`src/hdl/bcs_pkg.sv`:
```
// Shared constants and types of the boot clock and reset sequencer.
package bcs_pkg;

    // First fetch address: the start of internal flash.
    localparam logic [31:0] BCS_RESET_VECTOR = 32'h8000_0000;

    // Default structure figures of the sequencer.
    localparam int BCS_NUM_MODULES = 8;
    localparam int BCS_DIV_W = 4;
    localparam int BCS_NUM_PLLS = 2;

    // Start-up values of the clock configuration.
    localparam logic [BCS_NUM_PLLS-1:0] BCS_PLL_EN_RST = 2'h0;
    localparam logic BCS_GATE_RST = 1'h0;
    localparam logic BCS_ACTIVE = 1'h1;
    localparam logic BCS_IDLE = 1'h0;

    // Bit positions of the two PLL enables.
    localparam int BCS_PLL0_BIT = 0;
    localparam int BCS_PLL1_BIT = 1;

    // System clock sources.
    typedef enum logic [1:0] {
        BCS_SRC_RC,
        BCS_SRC_PLL0,
        BCS_SRC_PLL1
    } bcs_src_e;

endpackage : bcs_pkg

```
`src/hdl/bcs_sequencer.sv`:
```
// Boot clock and reset sequencer with per-module clock enables.
`timescale 1ns/1ps

module bcs_sequencer
    import bcs_pkg::*;
#(
    parameter int NUM_MODULES = BCS_NUM_MODULES,
    parameter int DIV_W = BCS_DIV_W
) (
    input wire logic clock,
    input wire logic rst,
    input wire logic por_stable,
    input wire logic cfg_load,
    input wire logic [BCS_NUM_PLLS-1:0] cfg_pll_en,
    input wire bcs_src_e cfg_clk_src,
    input wire logic [NUM_MODULES*DIV_W-1:0] cfg_div,
    input wire logic [NUM_MODULES-1:0] cfg_gate,
    output logic sys_rst,
    output bcs_src_e clk_src,
    output logic [BCS_NUM_PLLS-1:0] pll_en,
    output logic [NUM_MODULES-1:0] mod_clk_en,
    output logic fetch_req,
    output logic [31:0] fetch_addr
);

    // Refuse structures the divider logic cannot serve.
    if (NUM_MODULES < 1 || DIV_W < 1) begin : g_bad_param
        $error("bcs_sequencer: NUM_MODULES and DIV_W must be at least 1");
    end

    // A PLL source is only usable when that PLL is enabled.
    function automatic logic src_usable(input bcs_src_e src,
                                        input logic [BCS_NUM_PLLS-1:0] en);
        logic ok;
        ok = BCS_ACTIVE;
        if (src == BCS_SRC_PLL0) begin
            ok = en[BCS_PLL0_BIT];
        end else if (src == BCS_SRC_PLL1) begin
            ok = en[BCS_PLL1_BIT];
        end
        return ok;
    endfunction : src_usable

    logic por_meta_reg;
    logic por_sync_reg;
    logic sys_rst_reg;
    logic sys_rst_next;
    logic fetch_req_reg;
    logic fetch_req_next;
    logic [31:0] fetch_addr_reg;
    logic [31:0] fetch_addr_next;
    logic cfg_take;
    logic [BCS_NUM_PLLS-1:0] pll_reg;
    logic [BCS_NUM_PLLS-1:0] pll_next;
    bcs_src_e src_reg;
    bcs_src_e src_next;
    logic [NUM_MODULES-1:0] gate_reg;
    logic [NUM_MODULES-1:0] gate_next;
    logic [DIV_W-1:0] div_reg [NUM_MODULES];
    logic [DIV_W-1:0] div_next [NUM_MODULES];
    logic [NUM_MODULES-1:0] en_reg;
    logic [NUM_MODULES-1:0] en_next;

    // Two-flop synchroniser for the power-good level; only the second
    // stage is looked at, so a slow supply edge never splits the release.
    always_ff @(posedge clock or posedge rst) begin
        if (rst) begin
            por_meta_reg <= BCS_IDLE;
            por_sync_reg <= BCS_IDLE;
        end else begin
            por_meta_reg <= por_stable;
            por_sync_reg <= por_meta_reg;
        end
    end

    // Reset and boot fetch: reset follows the synchronised power level and
    // drops on one clock edge; the fetch request marks that edge.
    always_comb begin
        sys_rst_next = !por_sync_reg;
        fetch_req_next = sys_rst_reg && por_sync_reg;
        fetch_addr_next = BCS_RESET_VECTOR;
    end

    always_ff @(posedge clock or posedge rst) begin
        if (rst) begin
            sys_rst_reg <= BCS_ACTIVE;
            fetch_req_reg <= BCS_IDLE;
            fetch_addr_reg <= BCS_RESET_VECTOR;
        end else begin
            sys_rst_reg <= sys_rst_next;
            fetch_req_reg <= fetch_req_next;
            fetch_addr_reg <= fetch_addr_next;
        end
    end

    // Software configuration is accepted only once the system runs.
    assign cfg_take = cfg_load && !sys_rst_reg;

    // Clock configuration: defaults while in reset, software values after.
    always_comb begin
        pll_next = pll_reg;
        src_next = src_reg;
        gate_next = gate_reg;
        div_next = div_reg;
        if (sys_rst_reg || !por_sync_reg) begin
            pll_next = BCS_PLL_EN_RST;
            src_next = BCS_SRC_RC;
            gate_next = {NUM_MODULES{BCS_GATE_RST}};
            for (int i = 0; i < NUM_MODULES; i++) begin
                div_next[i] = '0;
            end
        end else if (cfg_take) begin
            pll_next = cfg_pll_en;
            src_next = src_usable(cfg_clk_src, cfg_pll_en) ? cfg_clk_src
                                                          : BCS_SRC_RC;
            gate_next = cfg_gate;
            for (int i = 0; i < NUM_MODULES; i++) begin
                div_next[i] = cfg_div[i*DIV_W +: DIV_W];
            end
        end
    end

    always_ff @(posedge clock or posedge rst) begin
        if (rst) begin
            pll_reg <= BCS_PLL_EN_RST;
            src_reg <= BCS_SRC_RC;
            gate_reg <= {NUM_MODULES{BCS_GATE_RST}};
            for (int i = 0; i < NUM_MODULES; i++) begin
                div_reg[i] <= '0;
            end
        end else begin
            pll_reg <= pll_next;
            src_reg <= src_next;
            gate_reg <= gate_next;
            div_reg <= div_next;
        end
    end

    // Per-module divider: a divide value d gives one enable in d+1 cycles,
    // so zero means undivided; a gated module gets no enable at all.
    for (genvar m = 0; m < NUM_MODULES; m++) begin : g_mod
        logic [DIV_W-1:0] cnt_reg;
        logic [DIV_W-1:0] cnt_next;

        always_comb begin
            if (sys_rst_reg) begin
                cnt_next = '0;
                en_next[m] = BCS_ACTIVE;
            end else if (gate_reg[m]) begin
                cnt_next = '0;
                en_next[m] = BCS_IDLE;
            end else if (cnt_reg >= div_reg[m]) begin
                cnt_next = '0;
                en_next[m] = BCS_ACTIVE;
            end else begin
                cnt_next = DIV_W'(cnt_reg + 1'h1);
                en_next[m] = BCS_IDLE;
            end
        end

        always_ff @(posedge clock or posedge rst) begin
            if (rst) begin
                cnt_reg <= '0;
                en_reg[m] <= BCS_ACTIVE;
            end else begin
                cnt_reg <= cnt_next;
                en_reg[m] <= en_next[m];
            end
        end
    end

    // Outputs come straight from registers.
    assign sys_rst = sys_rst_reg;
    assign clk_src = src_reg;
    assign pll_en = pll_reg;
    assign mod_clk_en = en_reg;
    assign fetch_req = fetch_req_reg;
    assign fetch_addr = fetch_addr_reg;
endmodule : bcs_sequencer

```
`config.mk`:
```
export PLATFORM = sky130hd
export DESIGN_NAME = bcs_sequencer
export DESIGN_NICKNAME = d
export VERILOG_FILES = /design/src/hdl/bcs_pkg.sv /design/src/hdl/bcs_sequencer.sv
export SDC_FILE = /design/constraint.sdc
export NUM_CORES = 1
export LEC_CHECK = 0
export ABC_CLOCK_PERIOD_IN_PS = 2650
export BUFFER_PORTS_ARGS = -buffer_cell sky130_fd_sc_hd__buf_2
export CAP_MARGIN = 20
export CORE_MARGIN = 2
export CORE_UTILIZATION = 49
export DETAILED_ROUTE_END_ITERATION = 8
export GPL_TIMING_DRIVEN = 0
export PLACE_DENSITY = 0.8
export SYNTH_ARGS = -nofsm -noshare
export SYNTH_HDL_FRONTEND = slang
export SYNTH_SLANG_ARGS = --single-unit
export TNS_END_PERCENT = 5
```
`constraint.sdc`:
```
create_clock -name clock -period 2.65 [get_ports clock]
set_clock_uncertainty 0.2 [all_clocks]
set_input_delay 0.3975 -clock clock [delete_from_list [all_inputs] [get_ports clock]]
set_output_delay 0.3975 -clock clock [all_outputs]
set_load 0.02 [all_outputs]
```
==> results of run 1 <==
==> cells in the final DEF, fill, tap and decap left out, types with 4 or more instances in the layout <==
| cell | synthesis | final |
|---|---|---|
| dfrtp_1 | 79 | 79 |
| buf_2 | 5 | 66 |
| ha_1 | 40 | 40 |
| a22o_2 | 36 | 36 |
| inv_1 | 35 | 34 |
| buf_4 | 32 | 32 |
| conb_1 | 2 | 32 |
| nor3_1 | 24 | 24 |
| nor3b_1 | 16 | 16 |
| o211ai_1 | 10 | 10 |
| clkbuf_8 | 0 | 10 |
| dfstp_2 | 9 | 9 |
| a211oi_1 | 8 | 8 |
| o21ai_0 | 8 | 8 |
| xnor2_1 | 8 | 8 |
| nand3_1 | 8 | 8 |
| xor2_1 | 8 | 8 |
| a21boi_0 | 8 | 8 |
| a22o_1 | 6 | 6 |
| buf_6 | 5 | 5 |
| nand2_1 | 4 | 4 |
==> final cells by class <==
type / count / area (um2) / share of cell area
buffer: 42 / 321.6 / 0.06299
clock buffer: 11 / 141.4 / 0.02770
clock inverter: 5 / 56.30 / 0.01103
inverter: 35 / 135.1 / 0.02647
multi-input combinational: 219 / 1737 / 0.3402
sequential: 88 / 2213 / 0.4336
tap: 108 / 135.1 / 0.02647
timing repair buffer: 65 / 365.4 / 0.07157
==> worst max path at each step <==
stage | startpoint | endpoint | cells after the start
2_1_floorplan | sys_rst | div_reg[28] | 4
3_3_place_gp | rst | gate_reg[0] | 2
3_5_place_dp | g_mod[7].cnt_reg[3] | mod_clk_en[7] | 4
4_1_cts | div_reg[5] | mod_clk_en[6] | 5
5_1_grt | div_reg[11] | mod_clk_en[5] | 5
6_report | div_reg[7] | mod_clk_en[6] | 5
==> metrics by stage <==
| step | cells | utilization | worst slack, ns |
|---|---|---|---|
| 4_1_cts | 573 | 0.5941 | 0.8236 |
| 5_1_grt | 573 | 0.5941 | 0.6766 |
| 6_report | 573 | 0.5941 | 0.8130 |
| 3_5_place_dp | 555 | 0.5687 | 0.8605 |
| 3_3_place_gp | 553 | 0.5641 | 0.4660 |
| 2_1_floorplan | 384 | - | 1.035 |
==> layer usage <==
layer	part of all wire	track usage	up-vias
met1	0.47	0.2455	1357
met2	0.46	0.2764	79
li1	-	-	1410
met4	0.020	0.07585	0
met3	0.050	0.03309	17
met5	0	0	-
==> kinds of logic (layout without fill, tap and decap cells) <==
| family | after synthesis | count (layout) |
|---|---|---|
| AO/OA/AOI/OAI | 76 | 76 |
| flip-flops | 88 | 88 |
| XOR/XNOR | 16 | 16 |
| AND/OR/NAND/NOR | 55 | 55 |
| adder cells (fa/ha/maj) | 40 | 40 |
| buffers and inverters | 77 | 158 |
| other | 2 | 32 |
==> power by group through the flow <==
stage                     logic, mW  clock network, mW  registers (mW)
after global placement        0.291                  0            1.45
after CTS                     0.310              0.952            1.42
after floorplan               0.195                  0            1.46
after global routing          0.341               1.00            1.43
final                         0.307              0.918            1.42
after detailed placement      0.306                  0            1.45
==> cell usage after synthesis <==
cell	count
xnor2_1	8
and3b_2	1
a22o_2	36
o21ai_0	8
o211ai_1	10
dfrtp_1	79
a22o_1	6
nand2_1	4
conb_1	2
nor3_1	24
a211oi_1	8
nor3b_4	1
inv_1	35
nor3b_1	16
nand3_1	8
buf_2	5
xor2_1	8
buf_6	5
a21boi_0	8
dfstp_2	9
buf_4	32
ha_1	40
nor2_1	1
==> what timing repair did <==
action | 4_1_cts | 5_1_grt
resized for setup | 0 | 0
endpoints found under the hold margin | 9 | 0
hold buffers | 2 | 0
endpoints found under the setup margin | 0 | 0
==> qor.yml, run 1 <==
floorplanning:
  fp-row-count: 34
  die_width_um: 97.57
  coreArea_um2: 8593
  fp.dieH_um: 97.57
  io-pin-count: 94
  fp.dieArea_um2: 9520
  start_util: 0.4993
power_and_ir_drop:
  p_sw_frac: 0.2506
  cell_internal_pwr_mw: 1.983
  switching_power_uw: 663.1
  totalPowerFinal_mw: 2.646
  power.density_nw_per_um2: 518.3
  combinationalPowerShare: 0.116
  peakVddDrop_uv: 412.8
  p_seq_frac: 0.537
  p_clk_frac: 0.347
  cellLeakagePower_nw: 2.553
setup_path:
  worst_r2r_path_depth: 5
  critical-path-max-stage-delay_ns: 0.46
  max_fo_critical_path: 5
  timing.critical_path.required_ns: 2.71
  crit_chain: "inv_1, ha_1, o211ai_1, o21ai_0, a21boi_0"
  setup.worst_path.end_class: "register"
  crit_path_top_delay_cell: "o21ai_0"
  worstSetupPathType: "register to register"
  critical_path.startpoint_type: "register"
  r2r_setup_slack_ns: 0.81
  critPathBufInv: 1
  r2r_end: "mod_clk_en[6]"
  critical-path-top-delay-family: "compound AO/OA/AOI/OAI gates"
  critical_path.reg2reg.startpoint: "div_reg[7]"
  crit_arrival_ns: 1.89
placed_design:
  dpl.hpwl_um: 5861
  placement_cell_area_um2: 4887
  port_buffers: 61
  finalWeightedCongestion: 0.8188
finish:
  final_layout_size_suffix_gt1_frac: 0.3613
  layout-area-overhead-vs-synth_pct: 18.99
  n_fill_cell: 731
  total_nets_final: 548
  finish.instance_area_um2: 5105
  antenna_diode_count: 0
sta:
  grt_setup_unrepaired: "false"
  timing.slew.headroom: 0.6209
  setup-violations-final: 0
  fmax_mhz: 544.4
  tns_ns: 0
  timing.final.crit_share: 0.6932
  timing.final.hold_violations: 0
  final_period_minus_worst_setup_slack_ns: 1.837
  final_worst_hold_slack_ns: 0.05894
  timing_worst_slew_pin_value_ns: 0.5627
  report.final.slew_viol_count: 0
logic_synthesis:
  share_of_synthesized_cell_area_in_full_adder_half_adder_and_majority_cells: 0.1167
  syn_area_um2: 4290
  synth_simple_gate_area_share: 0.07641
  seq_area_frac_synth: 0.5159
  synth_area_in_compound_gates: 0.1511
  ys_warn_count: 0
  post_synth_xor_area_fraction: 0.03266
  synth_largest_type_area_fraction: 0.4608
  synth_top_family_by_area: "compound AO/OA/AOI/OAI gates"
  avg_inst_size_synth_um2: 12.12
  synth.area.top_cells: "dfrtp_1 46%, ha_1 12%, a22o_2 8.4%"
  syn-instance-count: 354
  synth_top_cell_by_area: "dfrtp_1"
  netlist-cell-type-count: 23
  ys_seq_elements: 88
  yosys-mux-area-fraction: 0
routing:
  antenna_nets_post_route: 0
  remaining_drc_errors: 0
  detailroute.via_count: 2863
  drt-pass1-iter-count: 4
  drt_first_iter_violations: 118
  drt_wl_total_um: 7952
  detailed_route_wire_length_per_cell_um: 13.88
  routed_via_density: 4.997
clock_tree:
  clk_transition_reported_paths_ns: 0.09
  ctsRootBufferMaster: "clkbuf_8"
  max-clock-path-buffers: 2
  cts-buffers-inserted: 9
  clock_insertion_delay_worst_skew_ns: 0.35
  post-cts-setup-buffers: 0
  tritoncts: "yes"
  htree_levels: 3
  cts_num_sinks: 88
grt:
  globalRouteOverflowTotal: 0
  groute.usage.overall: 0.1779
  global_route_wire_length_before_repair_um: 13480
  number_of_antenna_violations_at_the_first_check_in_global_routing: 0
  vias_in_the_first_global_route: 2808
  pin_count_of_the_biggest_net_entering_global_routing: 42
min_path:
  holdPathEnd: "div_reg[30]"
  min_path_cells: 2
  hold_path.class: "primary input to register"
  min-delay-start: "cfg_div[2]"
outcome:
  run_status: "complete, no violations"
job:
  cap_violations: 0
Power figures use the tool's default switching activity.
==> run 2: changes to the inputs <==
- ABC_CLOCK_PERIOD_IN_PS: 2650 -> 1540
- clock period: 2.65 -> 1.54 ns (I/O delays scaled with it)
==> run 2 against run 1 <==
Effect of this change:
- the flow now finishes with violations (negative setup slack)
- first-iteration DRC count increased by 11%
- fmax increased by 15%
- clock power increased by 75%
- sequential share of layout area decreased by 7.5 points
==> qor.yml, run 2 (same netlist as run 1, synthesis figures left out) <==
clock_tree:
  htree_levels: 3
  tritoncts: "yes"
  clock_insertion_delay_worst_skew_ns: 0.35
  max-clock-path-buffers: 2
  cts-buffers-inserted: 9
  clk_transition_reported_paths_ns: 0.09
  cts_num_sinks: 88
  ctsRootBufferMaster: "clkbuf_8"
routing:
  routed_via_density: 5.006
  antenna_nets_post_route: 0
  drt_wl_total_um: 9782
  detailroute.via_count: 3179
  drt_first_iter_violations: 131
  drt-pass1-iter-count: 4
  detailed_route_wire_length_per_cell_um: 15.40
  remaining_drc_errors: 0
finish:
  layout.core_utilization: 0.7180
  finish.cell_count_without_fillers: 635
  total_nets_final: 610
  layout.cells.most_common: "dfrtp_1"
  layout-area-overhead-vs-synth_pct: 43.80
  antenna_diode_count: 0
  layout.cells.most_common_list: "79 x dfrtp_1, 61 x buf_2, 48 x buf_4"
  final_layout_size_suffix_gt1_frac: 0.4573
floorplanning:
  io-pin-count: 94
  fp.dieArea_um2: 9520
  fp-row-count: 34
  die_width_um: 97.57
  fp.dieH_um: 97.57
  start_util: 0.4993
  coreArea_um2: 8593
grt:
  pin_count_of_the_biggest_net_entering_global_routing: 42
  globalRouteOverflowTotal: 0
  vias_in_the_first_global_route: 3229
  global_route_wire_length_before_repair_um: 15480
  number_of_antenna_violations_at_the_first_check_in_global_routing: 0
  groute.usage.overall: 0.2049
setup_path:
  critical_path.startpoint_type: "register"
  max_fo_critical_path: 5
  r2r_setup_slack_ns: -0.06
  startpoint: "div_reg[10]"
  crit_path_top_delay_cell: "dfrtp_1"
  crit_chain: "inv_1, ha_4, o211ai_1, o21ai_2, a21boi_2"
  critical-path-max-stage-delay_ns: 0.39
  timing.critical_path.required_ns: 1.63
  critical-path-top-delay-family: "compound AO/OA/AOI/OAI gates"
  worstSetupPathType: "register to register"
  path_depth: 5
  critical_path.reg2reg.startpoint: "div_reg[10]"
  crit_arrival_ns: 1.69
  critPathBufInv: 1
  worst_r2r_path_depth: 5
  r2r_end: "mod_clk_en[5]"
  setup.worst_path.end_class: "register"
placed_design:
  dpl.hpwl_um: 5861
  placed_cells_incl_taps: 555
  finalWeightedCongestion: 0.8188
  port_buffers: 61
outcome:
  violations: "negative setup slack"
  run_status: "finished, violations left"
min_path:
  hold_path.class: "primary input to asynchronous set/reset pin"
sta:
  tns_ns: -0.9557
  final_worst_hold_slack_ns: 0.1500
  timing.final.crit_share: 1.037
  fmax_mhz: 626.2
  final_period_minus_worst_setup_slack_ns: 1.597
  setup_ws_final_ns: -0.05682
  grt_setup_unrepaired: "true"
  setup-violations-final: 40
  report.final.slew_viol_count: 0
  timing.final.hold_violations: 0
job:
  cap_violations: 0
power_and_ir_drop:
  totalPowerFinal_mw: 4.815
  cellLeakagePower_nw: 2.935
  peakVddDrop_uv: 722.2
  power.density_nw_per_um2: 780.4
-- run 2: changes by cell type in the layout (fill, tap and decap cells not counted), moves of 11 or more --
cell	change
dlygate4sd3_1	+44
buf_4	+16
nor3b_1	-14
nor3b_2	+13
ha_1	-11
ha_4	+11
-- run 2: stage by stage --
stage	area [um2]	setup WS [ns]
after floorplan	4407	-0.07517
after global placement	4847	-0.4775
after detailed placement	4887	-0.2495
after CTS	5927	-0.02860
after global routing	6170	-0.1137
final	6170	-0.05682
-- run 2: worst max-delay path by stage --
| stage | endpoint | slack, ns |
|---|---|---|
| 2_1_floorplan | div_reg[28] | -0.08 |
| 6_report | mod_clk_en[5] | -0.06 |
| 3_5_place_dp | mod_clk_en[7] | -0.25 |
| 3_3_place_gp | gate_reg[0] | -0.48 |
| 4_1_cts | div_reg[28] | -0.03 |
| 5_1_grt | mod_clk_en[3] | -0.11 |
-- run 2: cell type report --
cell class                      count  area (um2)
Inverter                           35       135.1
Sequential cell                    88        2213
Clock buffer                       11       141.4
Timing Repair Buffer              129        1008
Fill cell                         586        2424
Clock inverter                      5       56.30
Tap cell                          108       135.1
Buffer                             40       346.6
Multi-Input combinational cell    219        2133
-- run 2: worst min-delay path, stage by stage --
cell,delay (ns)
dlygate4sd3_1,0.53
buf_2,0.13
clkinvlp_4,0.18
-- run 2: power breakdown --
part	internal (mW)	leakage, nW	switching (mW)
Clock	0.793	0.0993	0.813
Combinational	0.382	1.66	0.375
Sequential	2.39	1.18	0.0580
Total	3.57	2.93	1.25
-- run 2: layer usage --
metal,up-vias,GRT usage,share of wire,wire (um)
li1,1537,-,-,-
met1,1537,0.2641,0.44,4285
met2,89,0.3401,0.50,4914
met3,16,0.03813,0.043,421
met4,0,0.08654,0.016,161
met5,-,0,0,0
-- run 2: what timing repair did --
item                                    CTS  global route
buffers inserted                         13             6
endpoints found under the setup margin   80            77
pin swaps                                12            32
resized for setup                        66            28
endpoints found under the hold margin    89             0
cloned                                    1             0
hold buffers                             46             0
==> run 3: changes to the inputs <==
- ABC_CLOCK_PERIOD_IN_PS: 1540 -> 1350
- BUFFER_PORTS_ARGS: -buffer_cell sky130_fd_sc_hd__buf_2 -> -buffer_cell sky130_fd_sc_hd__buf_4
- clock period: 1.54 -> 1.35 ns (I/O delays scaled with it)
==> run 3 against run 2 <==
Effect of this change:
- combinational power grew 22%
- global-route usage fell by 0.27 points
- highest routed layer unchanged
- critical path type unchanged
- the run still ends with negative setup slack left
- power is 14% higher
- via count is 0.50% higher
==> qor.yml, run 3 (same netlist as run 1, synthesis figures left out) <==
clock_tree:
  ctsRootBufferMaster: "clkbuf_8"
  cts_num_sinks: 88
  clk_transition_reported_paths_ns: 0.09
  max-clock-path-buffers: 2
  cts-buffers-inserted: 9
  tritoncts: "yes"
  htree_levels: 3
  clock_insertion_delay_worst_skew_ns: 0.34
sta:
  timing.final.crit_share: 1.183
  fmax_mhz: 626.0
  final_period_minus_worst_setup_slack_ns: 1.597
  grt_setup_unrepaired: "true"
  setup_ws_final_ns: -0.2475
  setup-violations-final: 94
  timing_worst_slew_pin_value_ns: 0.7321
  timing.slew.headroom: 0.5103
  timing.final.hold_violations: 0
  final_worst_hold_slack_ns: 0.1584
  report.final.slew_viol_count: 0
finish:
  layout.cells.most_common: "buf_4"
  total_nets_final: 613
  layout-area-overhead-vs-synth_pct: 47.94
  multi_input_comb_area_um2: 2095
  layout.core_utilization: 0.7386
  regArea_um2: 2213
  n_fill_cell: 593
  final_layout_size_suffix_gt1_frac: 0.4604
  antenna_diode_count: 0
  layout.cells.most_common_list: "101 x buf_4, 79 x dfrtp_1, 47 x dlygate4sd3_1"
setup_path:
  critical_path.startpoint_type: "register"
  worst_path_most_repeated_cell: "buf_8"
  crit_chain: "buf_8, nor3b_4, buf_12, buf_8, a22o_2"
  worstSetupPathType: "register to register"
  crit_arrival_ns: 1.63
  max_fo_critical_path: 10
  setup.worst_path.end_class: "register"
  timing.critical_path.required_ns: 1.38
  crit_path_top_delay_cell: "dfstp_2"
  critical-path-max-stage-delay_ns: 0.57
placed_design:
  finalWeightedCongestion: 0.8165
  dpl.hpwl_um: 5742
  pre_cts_ws_ns: -0.4499
  port_buffers: 61
routing:
  drt-pass1-iter-count: 4
  drt_first_iter_violations: 127
  drt_wl_total_um: 9653
  detailed_route_wire_length_per_cell_um: 15.13
  antenna_nets_post_route: 0
  remaining_drc_errors: 0
  detailroute.via_count: 3195
  routed_via_density: 5.008
floorplanning:
  die_width_um: 97.57
  start_util: 0.4993
  fp-row-count: 34
  fp.dieArea_um2: 9520
  io-pin-count: 94
  coreArea_um2: 8593
  fp.dieH_um: 97.57
power_and_ir_drop:
  power.density_nw_per_um2: 862.6
  peakVddDrop_uv: 519.0
  totalPowerFinal_mw: 5.475
  cellLeakagePower_nw: 2.996
grt:
  globalRouteOverflowTotal: 0
  vias_in_the_first_global_route: 3231
  pin_count_of_the_biggest_net_entering_global_routing: 44
  groute.usage.overall: 0.2022
  global_route_wire_length_before_repair_um: 15570
  number_of_antenna_violations_at_the_first_check_in_global_routing: 0
min_path:
  hold_path.class: "register to register"
job:
  cap_violations: 0
outcome:
  run_status: "finished, violations left"
  violations: "negative setup slack"
[run 3: changes by cell type in the layout (fill, tap and decap cells not counted), sizes merged]
cell / change
dlygate4sd3: +1
clkbuf: -2
buf: +2
clkinv: +2
[run 3: layer usage]
| layer | track usage | vias to the layer above | share of wire |
|---|---|---|---|
| li1 | - | 1536 | - |
| met2 | 0.3544 | 71 | 0.53 |
| met5 | 0 | - | 0 |
| met1 | 0.2610 | 1577 | 0.42 |
| met3 | 0.02806 | 11 | 0.032 |
| met4 | 0.06090 | 0 | 0.018 |
[run 3: worst max-delay path: cells and delay by family (launching register included)]
| family | cells | cell delay, ns |
|---|---|---|
| buf+inv | 3 | 0.39 |
| compound gates | 1 | 0.27 |
| simple gates | 1 | 0.05 |
| flops | 1 | 0.57 |
[run 3: metrics by stage]
stage / setup TNS [ns] / area (um2) / cells
6_report: -15.85 / 6347 / 638
2_1_floorplan: -20.19 / 4438 / 384
3_3_place_gp: -76.83 / 5031 / 553
4_1_cts: -14.58 / 6183 / 632
3_5_place_dp: -24.01 / 5071 / 555
5_1_grt: -20.54 / 6347 / 638
[run 3: path summary, 6_finish.rpt]
| kind | startpoint | cells past startpoint | slack [ns] | end |
|---|---|---|---|---|
| max | sys_rst | 5 | -0.25 | div_reg[21] |
| min | por_meta_reg | 0 | 0.16 | por_sync_reg |
| max reg2reg | sys_rst | 5 | -0.25 | div_reg[21] |
| min reg2reg | por_meta_reg | 0 | 0.16 | por_sync_reg |
| max in group asynchronous | rst | 3 | 0.15 | div_reg[20] |
| min in group asynchronous | rst | 4 | 0.26 | div_reg[1] |
[run 3: what timing repair did]
action                     CTS  global route
gates resized for setup     70            21
pin swaps                   34            17
setup endpoints to repair   94            94
hold endpoints to repair    87            16
gates cloned                 1             0
buffers inserted            16             4
hold buffers                45             2
[run 3: final cells by class]
type / count / area share
sequential: 88 / 0.3487
multi-input combinational: 219 / 0.3300
timing repair buffer: 131 / 0.1918
buffer: 41 / 0.05756
inverter: 35 / 0.02129
tap: 108 / 0.02129
clock buffer: 9 / 0.01952
clock inverter: 7 / 0.009856
[run 3: report_power, final]
part	switching (mW)	internal (mW)	leakage [nW]
Combinational	0.424	0.496	1.72
Sequential	0.0687	2.73	1.18
Clock	0.916	0.840	0.0985
Total	1.41	4.07	3.00
